`config.mk`:
```
export PLATFORM = sky130hd
export DESIGN_NAME = bcd_datapath
export DESIGN_NICKNAME = d
export VERILOG_FILES = /design/src/core/bcd_pkg.sv /design/src/core/bcd_compare.sv /design/src/core/bcd_divider.sv /design/src/core/bcd_datapath.sv
export SDC_FILE = /design/constraint.sdc
export NUM_CORES = 1
export LEC_CHECK = 0
export BUFFER_PORTS_ARGS = -buffer_cell sky130_fd_sc_hd__buf_2
export CELL_PAD_IN_SITES_DETAIL_PLACEMENT = 2
export CELL_PAD_IN_SITES_GLOBAL_PLACEMENT = 2
export CORE_AREA = 2 2 253 255
export DETAILED_ROUTE_END_ITERATION = 7
export DIE_AREA = 0 0 255 257
export PLACE_DENSITY = 0.78
export SYNTH_ARGS = -nofsm -noshare
export SYNTH_HDL_FRONTEND = slang
export SYNTH_SLANG_ARGS = --single-unit
```
`constraint.sdc`:
```
create_clock -name clk -period 7.5 [get_ports clk]
set_clock_uncertainty 0.1 [all_clocks]
set_input_delay 0.375 -clock clk [delete_from_list [all_inputs] [get_ports clk]]
set_output_delay 0.375 -clock clk [all_outputs]
set_load 0.02 [all_outputs]
```
`src/core/bcd_pkg.sv`:
```
// How it works
// - Bit test sets code 010 or 000
// - Bit clear copies source, index modulo 32
// - Compare sets 100 less, 010 equal, 001 greater
// - Compare-decrement stores second operand minus one
// - Signed decrement never flags overflow
// - Compare-branch branches when code AND mask nonzero
// - Branch mask comes from opcode bits 0-2
// - Taken adds 4 plus four times displacement
// - Divide second by first, quotient only
// - Zero divisor raises zero-divide fault
// - Signed divide overflow faults unless masked
// - Masked overflow sets sticky flag, stores low word
// - Extended dividend is even/odd register pair
// - Remainder to even register, quotient next
// - Extended overflow raises no fault
// - Compare-branch signals instruction trace, and branch trace only when taken
// - Indirect call signals instruction and call trace
// - Special register outside supervisor is type fault, except for indirect call
// - Execution from data RAM is unimplemented fault
// - Indirect call operand and opcode faults
`default_nettype none
package bcd_pkg;
  localparam int WORD_W = 32;
  localparam int CC_W = 3;
  localparam int MASK_LSB = 0;
  localparam int DIV_STEPS = 64;
  localparam logic [2:0] CC_NONE = 3'h0;
  localparam logic [2:0] CC_GREATER = 3'h1;
  localparam logic [2:0] CC_EQUAL = 3'h2;
  localparam logic [2:0] CC_LESS = 3'h4;
  localparam logic [31:0] IP_STEP = 32'h4;
  localparam logic [31:0] RESET_WORD = 32'h0;
  typedef enum logic [3:0] {
    OP_CHKBIT, OP_CLRBIT, OP_CMPDECI, OP_CMPDECO, OP_CMPIB, OP_CMPOB,
    OP_DIVI, OP_DIVO, OP_EDIV, OP_CALLX
  } bcd_op_type;
endpackage : bcd_pkg
`default_nettype wire

```
`src/core/bcd_compare.sv`:
```
`default_nettype none
// Three-way comparator, signed or unsigned
module bcd_compare
  import bcd_pkg::*;
(
  input wire logic [31:0] first,
  input wire logic [31:0] second,
  input wire logic isSigned,
  output logic [2:0] code
);
  logic lessU;
  logic lessS;
  logic lessSel;
  assign lessU = first < second;
  assign lessS = $signed(first) < $signed(second);
  assign lessSel = isSigned ? lessS : lessU;
  // Less wins, then equal, else greater
  assign code = lessSel ? CC_LESS :
                (first == second) ? CC_EQUAL : CC_GREATER;
endmodule : bcd_compare
`default_nettype wire

```
`src/core/bcd_divider.sv`:
```
`default_nettype none
// Restoring divider, one quotient bit per clock, 64 by 32 unsigned
module bcd_divider
  import bcd_pkg::*;
(
  input wire logic clk,
  input wire logic rst,
  input wire logic start,
  input wire logic [63:0] dividend,
  input wire logic [31:0] divisor,
  output logic busy,
  output logic done,
  output logic [63:0] quotient,
  output logic [32:0] remainder
);
  logic [6:0] count_q;
  logic [63:0] quot_q;
  logic [32:0] rem_q;
  logic [31:0] dvs_q;
  logic busy_q;
  logic done_q;
  logic [32:0] shifted;
  logic fits;
  assign shifted = {rem_q[31:0], quot_q[63]};
  assign fits = shifted >= {1'b0, dvs_q};
  // Long width keeps extended overflow harmless
  always_ff @(posedge clk) begin
    done_q <= 1'b0;
    if (rst) begin
      count_q <= 7'h00;
      busy_q <= 1'b0;
      quot_q <= 64'h0;
      rem_q <= 33'h0;
      dvs_q <= 32'h0;
    end else if (start && !busy_q) begin
      quot_q <= dividend;
      rem_q <= 33'h0;
      dvs_q <= divisor;
      count_q <= 7'(DIV_STEPS);
      busy_q <= 1'b1;
    end else if (busy_q) begin
      rem_q <= fits ? shifted - {1'b0, dvs_q} : shifted;
      quot_q <= {quot_q[62:0], fits};
      count_q <= count_q - 7'h01;
      if (count_q == 7'h01) begin
        busy_q <= 1'b0;
        done_q <= 1'b1;
      end
    end
  end
  assign busy = busy_q;
  assign done = done_q;
  assign quotient = quot_q;
  assign remainder = rem_q;
endmodule : bcd_divider
`default_nettype wire

```
`src/core/bcd_datapath.sv`:
```
`default_nettype none
// Execution datapath for bit, compare, branch and divide instructions
module bcd_datapath
  import bcd_pkg::*;
(
  input wire logic clk,
  input wire logic rst,
  input wire logic issueValid,
  input wire logic [3:0] issueOp,
  input wire logic [2:0] opcodeLow,
  input wire logic [31:0] srcFirst,
  input wire logic [31:0] srcSecond,
  input wire logic [31:0] srcSecondHigh,
  input wire logic [31:0] instrPointer,
  input wire logic [31:0] displacement,
  input wire logic usesSfr,
  input wire logic supervisorMode,
  input wire logic fetchedFromDataRam,
  input wire logic operandValueBad,
  input wire logic operandEncodingBad,
  input wire logic overflow_mask_bit,
  input wire logic trace_enable_bit,
  input wire logic instruction_trace_mode,
  input wire logic branch_trace_mode,
  input wire logic call_trace_mode,
  input wire logic stickyClear,
  output logic busy,
  output logic done,
  output logic [2:0] condition_code_field,
  output logic ccWrite,
  output logic dstWrite,
  output logic [31:0] dstValue,
  output logic dstPairWrite,
  output logic [31:0] dstPairValue,
  output logic ipWrite,
  output logic [31:0] ipNext,
  output logic branchTaken,
  output logic sticky_int_overflow_flag,
  output logic faultZeroDivide,
  output logic faultIntOverflow,
  output logic faultTypeMismatch,
  output logic faultUnimplemented,
  output logic faultOperand,
  output logic faultOpcode,
  output logic instrTraceEvent,
  output logic branchTraceEvent,
  output logic callTraceEvent,
  output logic traceFault
);
  typedef enum logic [1:0] {ST_IDLE, ST_DIVIDE, ST_FINISH} bcd_state_type;

  bcd_state_type state_q;
  bcd_op_type op_q;
  logic [31:0] first_q;
  logic [31:0] second_q;
  logic busy_q;
  logic done_q;
  logic [2:0] cc_q;
  logic ccWrite_q;
  logic dstWrite_q;
  logic [31:0] dst_q;
  logic pairWrite_q;
  logic [31:0] pair_q;
  logic ipWrite_q;
  logic [31:0] ipNext_q;
  logic taken_q;
  logic sticky_q;
  logic fZero_q;
  logic fOvf_q;
  logic fType_q;
  logic fUnimp_q;
  logic fOperand_q;
  logic fOpcode_q;
  logic trI_q;
  logic trB_q;
  logic trC_q;
  logic trFault_q;

  // Decoding of the issued instruction
  bcd_op_type issueKind;
  logic isDivide;
  logic preFault;
  logic typeBad;
  logic opBadValue;
  logic opBadEnc;
  assign issueKind = bcd_op_type'(issueOp);
  assign isDivide = issueKind inside {OP_DIVI, OP_DIVO, OP_EDIV};
  // The indirect call has no special-register type check
  assign typeBad = usesSfr && !supervisorMode &&
                   issueKind != OP_CALLX;
  assign opBadValue = issueKind == OP_CALLX && operandValueBad;
  assign opBadEnc = issueKind == OP_CALLX && operandEncodingBad;
  // Faults found at issue stop the instruction before any result
  assign preFault = fetchedFromDataRam || typeBad || opBadValue || opBadEnc;

  // Bit operations, index always modulo 32
  logic [4:0] bitIdx;
  logic bitSet;
  logic [31:0] clearedWord;
  assign bitIdx = srcFirst[4:0];
  assign bitSet = srcSecond[bitIdx];
  assign clearedWord = srcSecond & ~(32'h1 << bitIdx);

  // Three-way comparison shared by compare-decrement and compare-branch
  logic cmpSigned;
  logic [2:0] cmpCode;
  assign cmpSigned = issueKind inside {OP_CMPDECI, OP_CMPIB};
  bcd_compare u_compare (
    .first(srcFirst),
    .second(srcSecond),
    .isSigned(cmpSigned),
    .code(cmpCode)
  );

  // Branch target arithmetic, displacement counted in words
  logic branchHit;
  logic [31:0] ipSeq;
  logic [31:0] ipTarget;
  assign branchHit = (cmpCode & opcodeLow) != CC_NONE;
  assign ipSeq = instrPointer + IP_STEP;
  assign ipTarget = ipSeq + {displacement[29:0], 2'b00};

  // Decrement wraps silently; no overflow path exists for it
  logic [31:0] decremented;
  assign decremented = srcSecond - 32'h1;

  // Divide operands; signed forms divide magnitudes
  logic divSignedIss;
  logic [31:0] magSecond;
  logic [31:0] magFirst;
  logic [63:0] divDividend;
  logic [31:0] divDivisor;
  assign divSignedIss = issueKind == OP_DIVI;
  assign magSecond = (divSignedIss && srcSecond[31]) ? -srcSecond : srcSecond;
  assign magFirst = (divSignedIss && srcFirst[31]) ? -srcFirst : srcFirst;
  // Extended dividend: low word from even register, high from next
  assign divDividend = (issueKind == OP_EDIV) ?
                       {srcSecondHigh, srcSecond} :
                       {32'h0, magSecond};
  assign divDivisor = magFirst;
  logic divStart;
  logic divDone;
  logic [63:0] divQuot;
  logic [32:0] divRem;
  assign divStart = issueValid && state_q == ST_IDLE && isDivide &&
                    !preFault && srcFirst != 32'h0;
  bcd_divider u_divider (
    .clk(clk),
    .rst(rst),
    .start(divStart),
    .dividend(divDividend),
    .divisor(divDivisor),
    .busy(),
    .done(divDone),
    .quotient(divQuot),
    .remainder(divRem)
  );

  // Signed result fix-up and overflow check
  logic negQuot;
  logic [31:0] signedQuot;
  logic signedOvf;
  assign negQuot = first_q[31] ^ second_q[31];
  assign signedQuot = negQuot ? -divQuot[31:0] : divQuot[31:0];
  // Only most-negative divided by minus one can overflow here
  assign signedOvf = !negQuot && divQuot[31];

  // Trace events for the issued instruction
  logic brTraceEv;
  logic callTraceEv;
  assign brTraceEv = issueKind inside {OP_CMPIB, OP_CMPOB} && branchHit;
  assign callTraceEv = issueKind == OP_CALLX;

  // Issue latch and sequencing
  always_ff @(posedge clk) begin
    if (rst) begin
      state_q <= ST_IDLE;
      op_q <= OP_CHKBIT;
      first_q <= RESET_WORD;
      second_q <= RESET_WORD;
    end else begin
      case (state_q)
        ST_IDLE: begin
          if (divStart) begin
            state_q <= ST_DIVIDE;
            op_q <= issueKind;
            first_q <= srcFirst;
            second_q <= srcSecond;
          end
        end
        ST_DIVIDE: begin
          if (divDone) begin
            state_q <= ST_IDLE;
          end
        end
        default: state_q <= ST_IDLE;
      endcase
    end
  end

  // Result, fault and trace outputs; pulses last one cycle
  always_ff @(posedge clk) begin
    if (rst) begin
      done_q <= 1'b0;
      busy_q <= 1'b0;
      cc_q <= CC_NONE;
      ccWrite_q <= 1'b0;
      dstWrite_q <= 1'b0;
      dst_q <= RESET_WORD;
      pairWrite_q <= 1'b0;
      pair_q <= RESET_WORD;
      ipWrite_q <= 1'b0;
      ipNext_q <= RESET_WORD;
      taken_q <= 1'b0;
      fZero_q <= 1'b0;
      fOvf_q <= 1'b0;
      fType_q <= 1'b0;
      fUnimp_q <= 1'b0;
      fOperand_q <= 1'b0;
      fOpcode_q <= 1'b0;
      trI_q <= 1'b0;
      trB_q <= 1'b0;
      trC_q <= 1'b0;
      trFault_q <= 1'b0;
    end else begin
      done_q <= 1'b0;
      ccWrite_q <= 1'b0;
      dstWrite_q <= 1'b0;
      pairWrite_q <= 1'b0;
      ipWrite_q <= 1'b0;
      taken_q <= 1'b0;
      fZero_q <= 1'b0;
      fOvf_q <= 1'b0;
      fType_q <= 1'b0;
      fUnimp_q <= 1'b0;
      fOperand_q <= 1'b0;
      fOpcode_q <= 1'b0;
      trI_q <= 1'b0;
      trB_q <= 1'b0;
      trC_q <= 1'b0;
      trFault_q <= 1'b0;
      busy_q <= divStart || (state_q == ST_DIVIDE && !divDone);
      if (issueValid && state_q == ST_IDLE && !divStart) begin
        done_q <= 1'b1;
        if (preFault) begin
          fUnimp_q <= fetchedFromDataRam;
          fType_q <= typeBad;
          fOperand_q <= opBadValue;
          fOpcode_q <= opBadEnc;
        end else if (isDivide) begin
          fZero_q <= 1'b1;
        end else begin
          trI_q <= 1'b1;
          trB_q <= brTraceEv;
          trC_q <= callTraceEv;
          trFault_q <= trace_enable_bit && (instruction_trace_mode ||
                       (brTraceEv && branch_trace_mode) ||
                       (callTraceEv && call_trace_mode));
          case (issueKind)
            OP_CHKBIT: begin
              ccWrite_q <= 1'b1;
              cc_q <= bitSet ? CC_EQUAL : CC_NONE;
            end
            OP_CLRBIT: begin
              dstWrite_q <= 1'b1;
              dst_q <= clearedWord;
            end
            OP_CMPDECI, OP_CMPDECO: begin
              ccWrite_q <= 1'b1;
              cc_q <= cmpCode;
              dstWrite_q <= 1'b1;
              dst_q <= decremented;
            end
            OP_CMPIB, OP_CMPOB: begin
              ccWrite_q <= 1'b1;
              cc_q <= cmpCode;
              ipWrite_q <= 1'b1;
              taken_q <= branchHit;
              ipNext_q <= branchHit ? ipTarget : ipSeq;
            end
            default: begin
            end
          endcase
        end
      end else if (state_q == ST_DIVIDE && divDone) begin
        done_q <= 1'b1;
        trI_q <= 1'b1;
        trFault_q <= trace_enable_bit && instruction_trace_mode;
        case (op_q)
          OP_EDIV: begin
            // Oversized results are written as they fall, no fault
            dstWrite_q <= 1'b1;
            dst_q <= divRem[31:0];
            pairWrite_q <= 1'b1;
            pair_q <= divQuot[31:0];
          end
          OP_DIVI: begin
            if (signedOvf && !overflow_mask_bit) begin
              fOvf_q <= 1'b1;
            end else begin
              dstWrite_q <= 1'b1;
              dst_q <= signedQuot;
            end
          end
          default: begin
            dstWrite_q <= 1'b1;
            dst_q <= divQuot[31:0];
          end
        endcase
      end
    end
  end

  // Sticky overflow flag; a new overflow beats a clear
  logic stickySet;
  assign stickySet = state_q == ST_DIVIDE && divDone && op_q == OP_DIVI &&
                     signedOvf && overflow_mask_bit;
  always_ff @(posedge clk) begin
    if (rst) begin
      sticky_q <= 1'b0;
    end else if (stickySet) begin
      sticky_q <= 1'b1;
    end else if (stickyClear) begin
      sticky_q <= 1'b0;
    end
  end

  assign busy = busy_q;
  assign done = done_q;
  assign condition_code_field = cc_q;
  assign ccWrite = ccWrite_q;
  assign dstWrite = dstWrite_q;
  assign dstValue = dst_q;
  assign dstPairWrite = pairWrite_q;
  assign dstPairValue = pair_q;
  assign ipWrite = ipWrite_q;
  assign ipNext = ipNext_q;
  assign branchTaken = taken_q;
  assign sticky_int_overflow_flag = sticky_q;
  assign faultZeroDivide = fZero_q;
  assign faultIntOverflow = fOvf_q;
  assign faultTypeMismatch = fType_q;
  assign faultUnimplemented = fUnimp_q;
  assign faultOperand = fOperand_q;
  assign faultOpcode = fOpcode_q;
  assign instrTraceEvent = trI_q;
  assign branchTraceEvent = trB_q;
  assign callTraceEvent = trC_q;
  assign traceFault = trFault_q;
endmodule : bcd_datapath
`default_nettype wire

```
==> metrics <==
PortBufs around 300; Boundary Pins between 200 and 300; core area between 60000 and 70000 um2; Hold Vio Cnt, Final 0; number of flops mapped to enable cells by yosys 0; largest net degree at the start of global routing 101; period utilization 0.6654; WP data required 7870 ps; Fin Setup TNS 0 ps; die extent in x around 260 um; synthesized cell area 18730 um2; routed vias/inst 5.683; CTS H-Tree Depth 2; number of unique standard cell types used by synthesis around 90; routed wire length 86.20 mm; # placed instances 3445; grt met1 use 0.3174; asr flop ratio synth 0; Post-DP Area around 21000 um2; hold_buf cts 31; most used routing layer met2; Final Max Slew Viols 0; Routed Antenna Nets 0; clk slew on worst S/H paths 60 ps; non-filler cells, final 3544; P per Cell Area 191.4 nW/um2; Cells after Synth 2438; filler cell count in the final layout between 7000 and 8000; syn_nets 2725; first-pass GRT wire length 131.4 mm; worst-margin pin slew 1230 ps; post_cts resized 0; syn avg cell area around 7.7 um2; Pleak 8.950 nW; initial antenna violation count 12; nets between 2000 and 3000; vias in the first global route approximately 22000; grt total ovfl 0; die height ~260 um; Hold Crit Class in2reg; post-synth top area cell dfxtp_1; Fmax achieved 0.2004 GHz; Sinks on Clock Net 261; #FFs+latches synth 261; Worst-Skew Late Latency 570 ps; layout cells sized above 1 0.1701; VDD IR max 155.8 uV; Most used DFF post-synth dfxtp_1; sequential fraction of the synthesis area 0.2790; Max Buffers Root-to-Sink 3; worst-path fanout max 41; grt met3 use 0.05139; FF+latch area ~5200 um2; CTS buffer count 35; DRC 0; WP data arrival 5360 ps; crit end category register; row cnt just over 90; wire per inst roughly 24 um; met2 GRT Util 0.4440; Post-CTS Setup Inserts 0; TritonRoute pass-1 iters 7; Max-Cap Viols 0; Placer Congestion 0.9427; clock root buffer clkbuf_16; CTS tree done; Layout area overhead 19.26%; outcome completed; top post-synthesis cells by area dfxtp_1 28%, ha_1 6.9%, a21oi_1 6.3%; starting density of the core 0.2985; dpl hpwl around 66 mm; GRT Total Usage 0.2586; setup violators final 0; Synth top area share 0.2790; Final Cell Area about 22000 um2; Synthesis Warnings 0; Die ar. 65540 um2; area used by multi-input combinational logic 12530 um2; routed via count 20140; Max-slew headroom 0.1792; final core utilization 0.3560; Starting DRT DRC Count 1110; Crit Path Class in2reg; Tmin final 4991 ps; Worst Setup Start Kind input pin; unrepaired setup endpoints after global routing false
## critical path, stage by stage
cell,delay (ps)
buf_2,230
inv_1,180
ha_1,270
or4b_1,570
nor3_4,430
nand4_1,450
o211ai_4,500
buf_4,520
nor2_2,60
buf_4,310
nor2_2,920
o21ai_0,320
a21oi_1,210
## sequential cells by signal, summed over array words and instances (netlist names), 3 cells and up
signal / flops
condition_code_field: 3
dstPairValue: 32
dstValue: 32
ipNext: 32
op_q: 4
u_divider.count_q: 7
u_divider.dvs_q: 32
u_divider.quotient: 64
u_divider.remainder: 32
## layout make-up
class                           instances  share of cell area
Antenna cell                            6           0.0006723
Clock buffer                           48             0.04415
Timing Repair Buffer                  349             0.08802
Sequential cell                       261              0.2341
Multi-Input combinational cell       1924              0.5609
Inverter                               96             0.01614
Clock inverter                         14            0.008572
Tap cell                              846             0.04740
## report_power, final
group | internal, mW | total [mW] | switching (mW)
clock network | 1.06 | 1.76 | 0.699
registers | 1.41 | 1.45 | 0.0355
logic | 0.406 | 1.07 | 0.660
total | 2.88 | 4.27 | 1.39
## cells by family (layout without fill, tap and decap cells)
group,after synthesis,count (layout),share of synthesized area
AO/OA/AOI/OAI,743,743,0.2727
XOR/XNOR,141,141,0.06594
adder cells (fa/ha/maj),106,106,0.07162
buffers and inverters,253,507,0.05519
flip-flops,261,261,0.2790
multiplexers,56,56,0.03681
other,0,6,0
AND/OR/NAND/NOR,878,878,0.2187
## placed cells by master, fill, tap and decap left out, drive strengths merged, types with 14 or more instances in the layout
| cell type | count |
|---|---|
| buf | 318 |
| nor2 | 302 |
| nand2 | 265 |
| dfxtp | 261 |
| a21oi | 237 |
| o21ai | 119 |
| ha | 104 |
| a211oi | 101 |
| inv | 96 |
| xnor2 | 94 |
| nor3 | 63 |
| nand3 | 48 |
| clkbuf | 48 |
| xor2 | 47 |
| a221oi | 44 |
| mux2i | 43 |
| o211ai | 34 |
| dlygate4sd3 | 31 |
| nor2b | 30 |
| nand4 | 28 |
| a21o | 28 |
| nor4 | 24 |
| a311oi | 17 |
| nand2b | 17 |
| or3 | 16 |
| a222oi | 16 |
| and3 | 15 |
| a31oi | 15 |
| o31ai | 15 |
| and2 | 14 |
## Yosys cell counts, types with 16 or more instances
| library cell | count |
|---|---|
| nor2b_1 | 30 |
| inv_1 | 94 |
| nor4_1 | 23 |
| nand4_1 | 28 |
| nand2b_1 | 16 |
| o211ai_1 | 33 |
| a222oi_1 | 16 |
| a311oi_1 | 17 |
| a211oi_1 | 101 |
| mux2i_1 | 43 |
| a21oi_1 | 237 |
| clkbuf_1 | 124 |
| nor3_1 | 59 |
| or3_1 | 16 |
| nand2_1 | 263 |
| a21o_1 | 28 |
| dfxtp_1 | 261 |
| buf_2 | 18 |
| nand3_1 | 48 |
| a221oi_2 | 30 |
| o21ai_0 | 118 |
| xor2_1 | 47 |
| ha_1 | 104 |
| nor2_1 | 300 |
| xnor2_1 | 94 |
## stage by stage
step / setup WS (ps) / total power [mW] / hold slack [ps]
after floorplan: 3480 / 2.162 / 331.9
after global placement: 2339 / 2.472 / 337.8
after detailed placement: 2050 / 2.514 / 350.0
after CTS: 2570 / 4.319 / 6.105
after global routing: 2124 / 4.488 / 36.97
final: 2509 / 4.275 / 31.21
## path summary, 6_finish.rpt
check	startpoint	endpoint	slack, ps	depth (start not counted)
setup / recovery	srcFirst[0]	u_divider.remainder[22]$_SDFFE_PP0P_	2510	13
hold / removal	stickyClear	sticky_int_overflow_flag$_SDFFE_PP0P_	30	4
setup reg to reg	u_divider.remainder[13]$_SDFFE_PP0P_	u_divider.remainder[23]$_SDFFE_PP0P_	3080	11
hold reg to reg	ipNext[18]$_SDFFE_PP0P_	ipNext[18]$_SDFFE_PP0P_	350	2
## per-layer routing
layer  wire length, um  vias to the layer above
li1                  -                     9373
met1             36470                    10150
met2             41800                      484
met3              4829                      124
met4              3046                        8
met5                55                        -
Note: power is estimated with default switching activity, not from simulation.
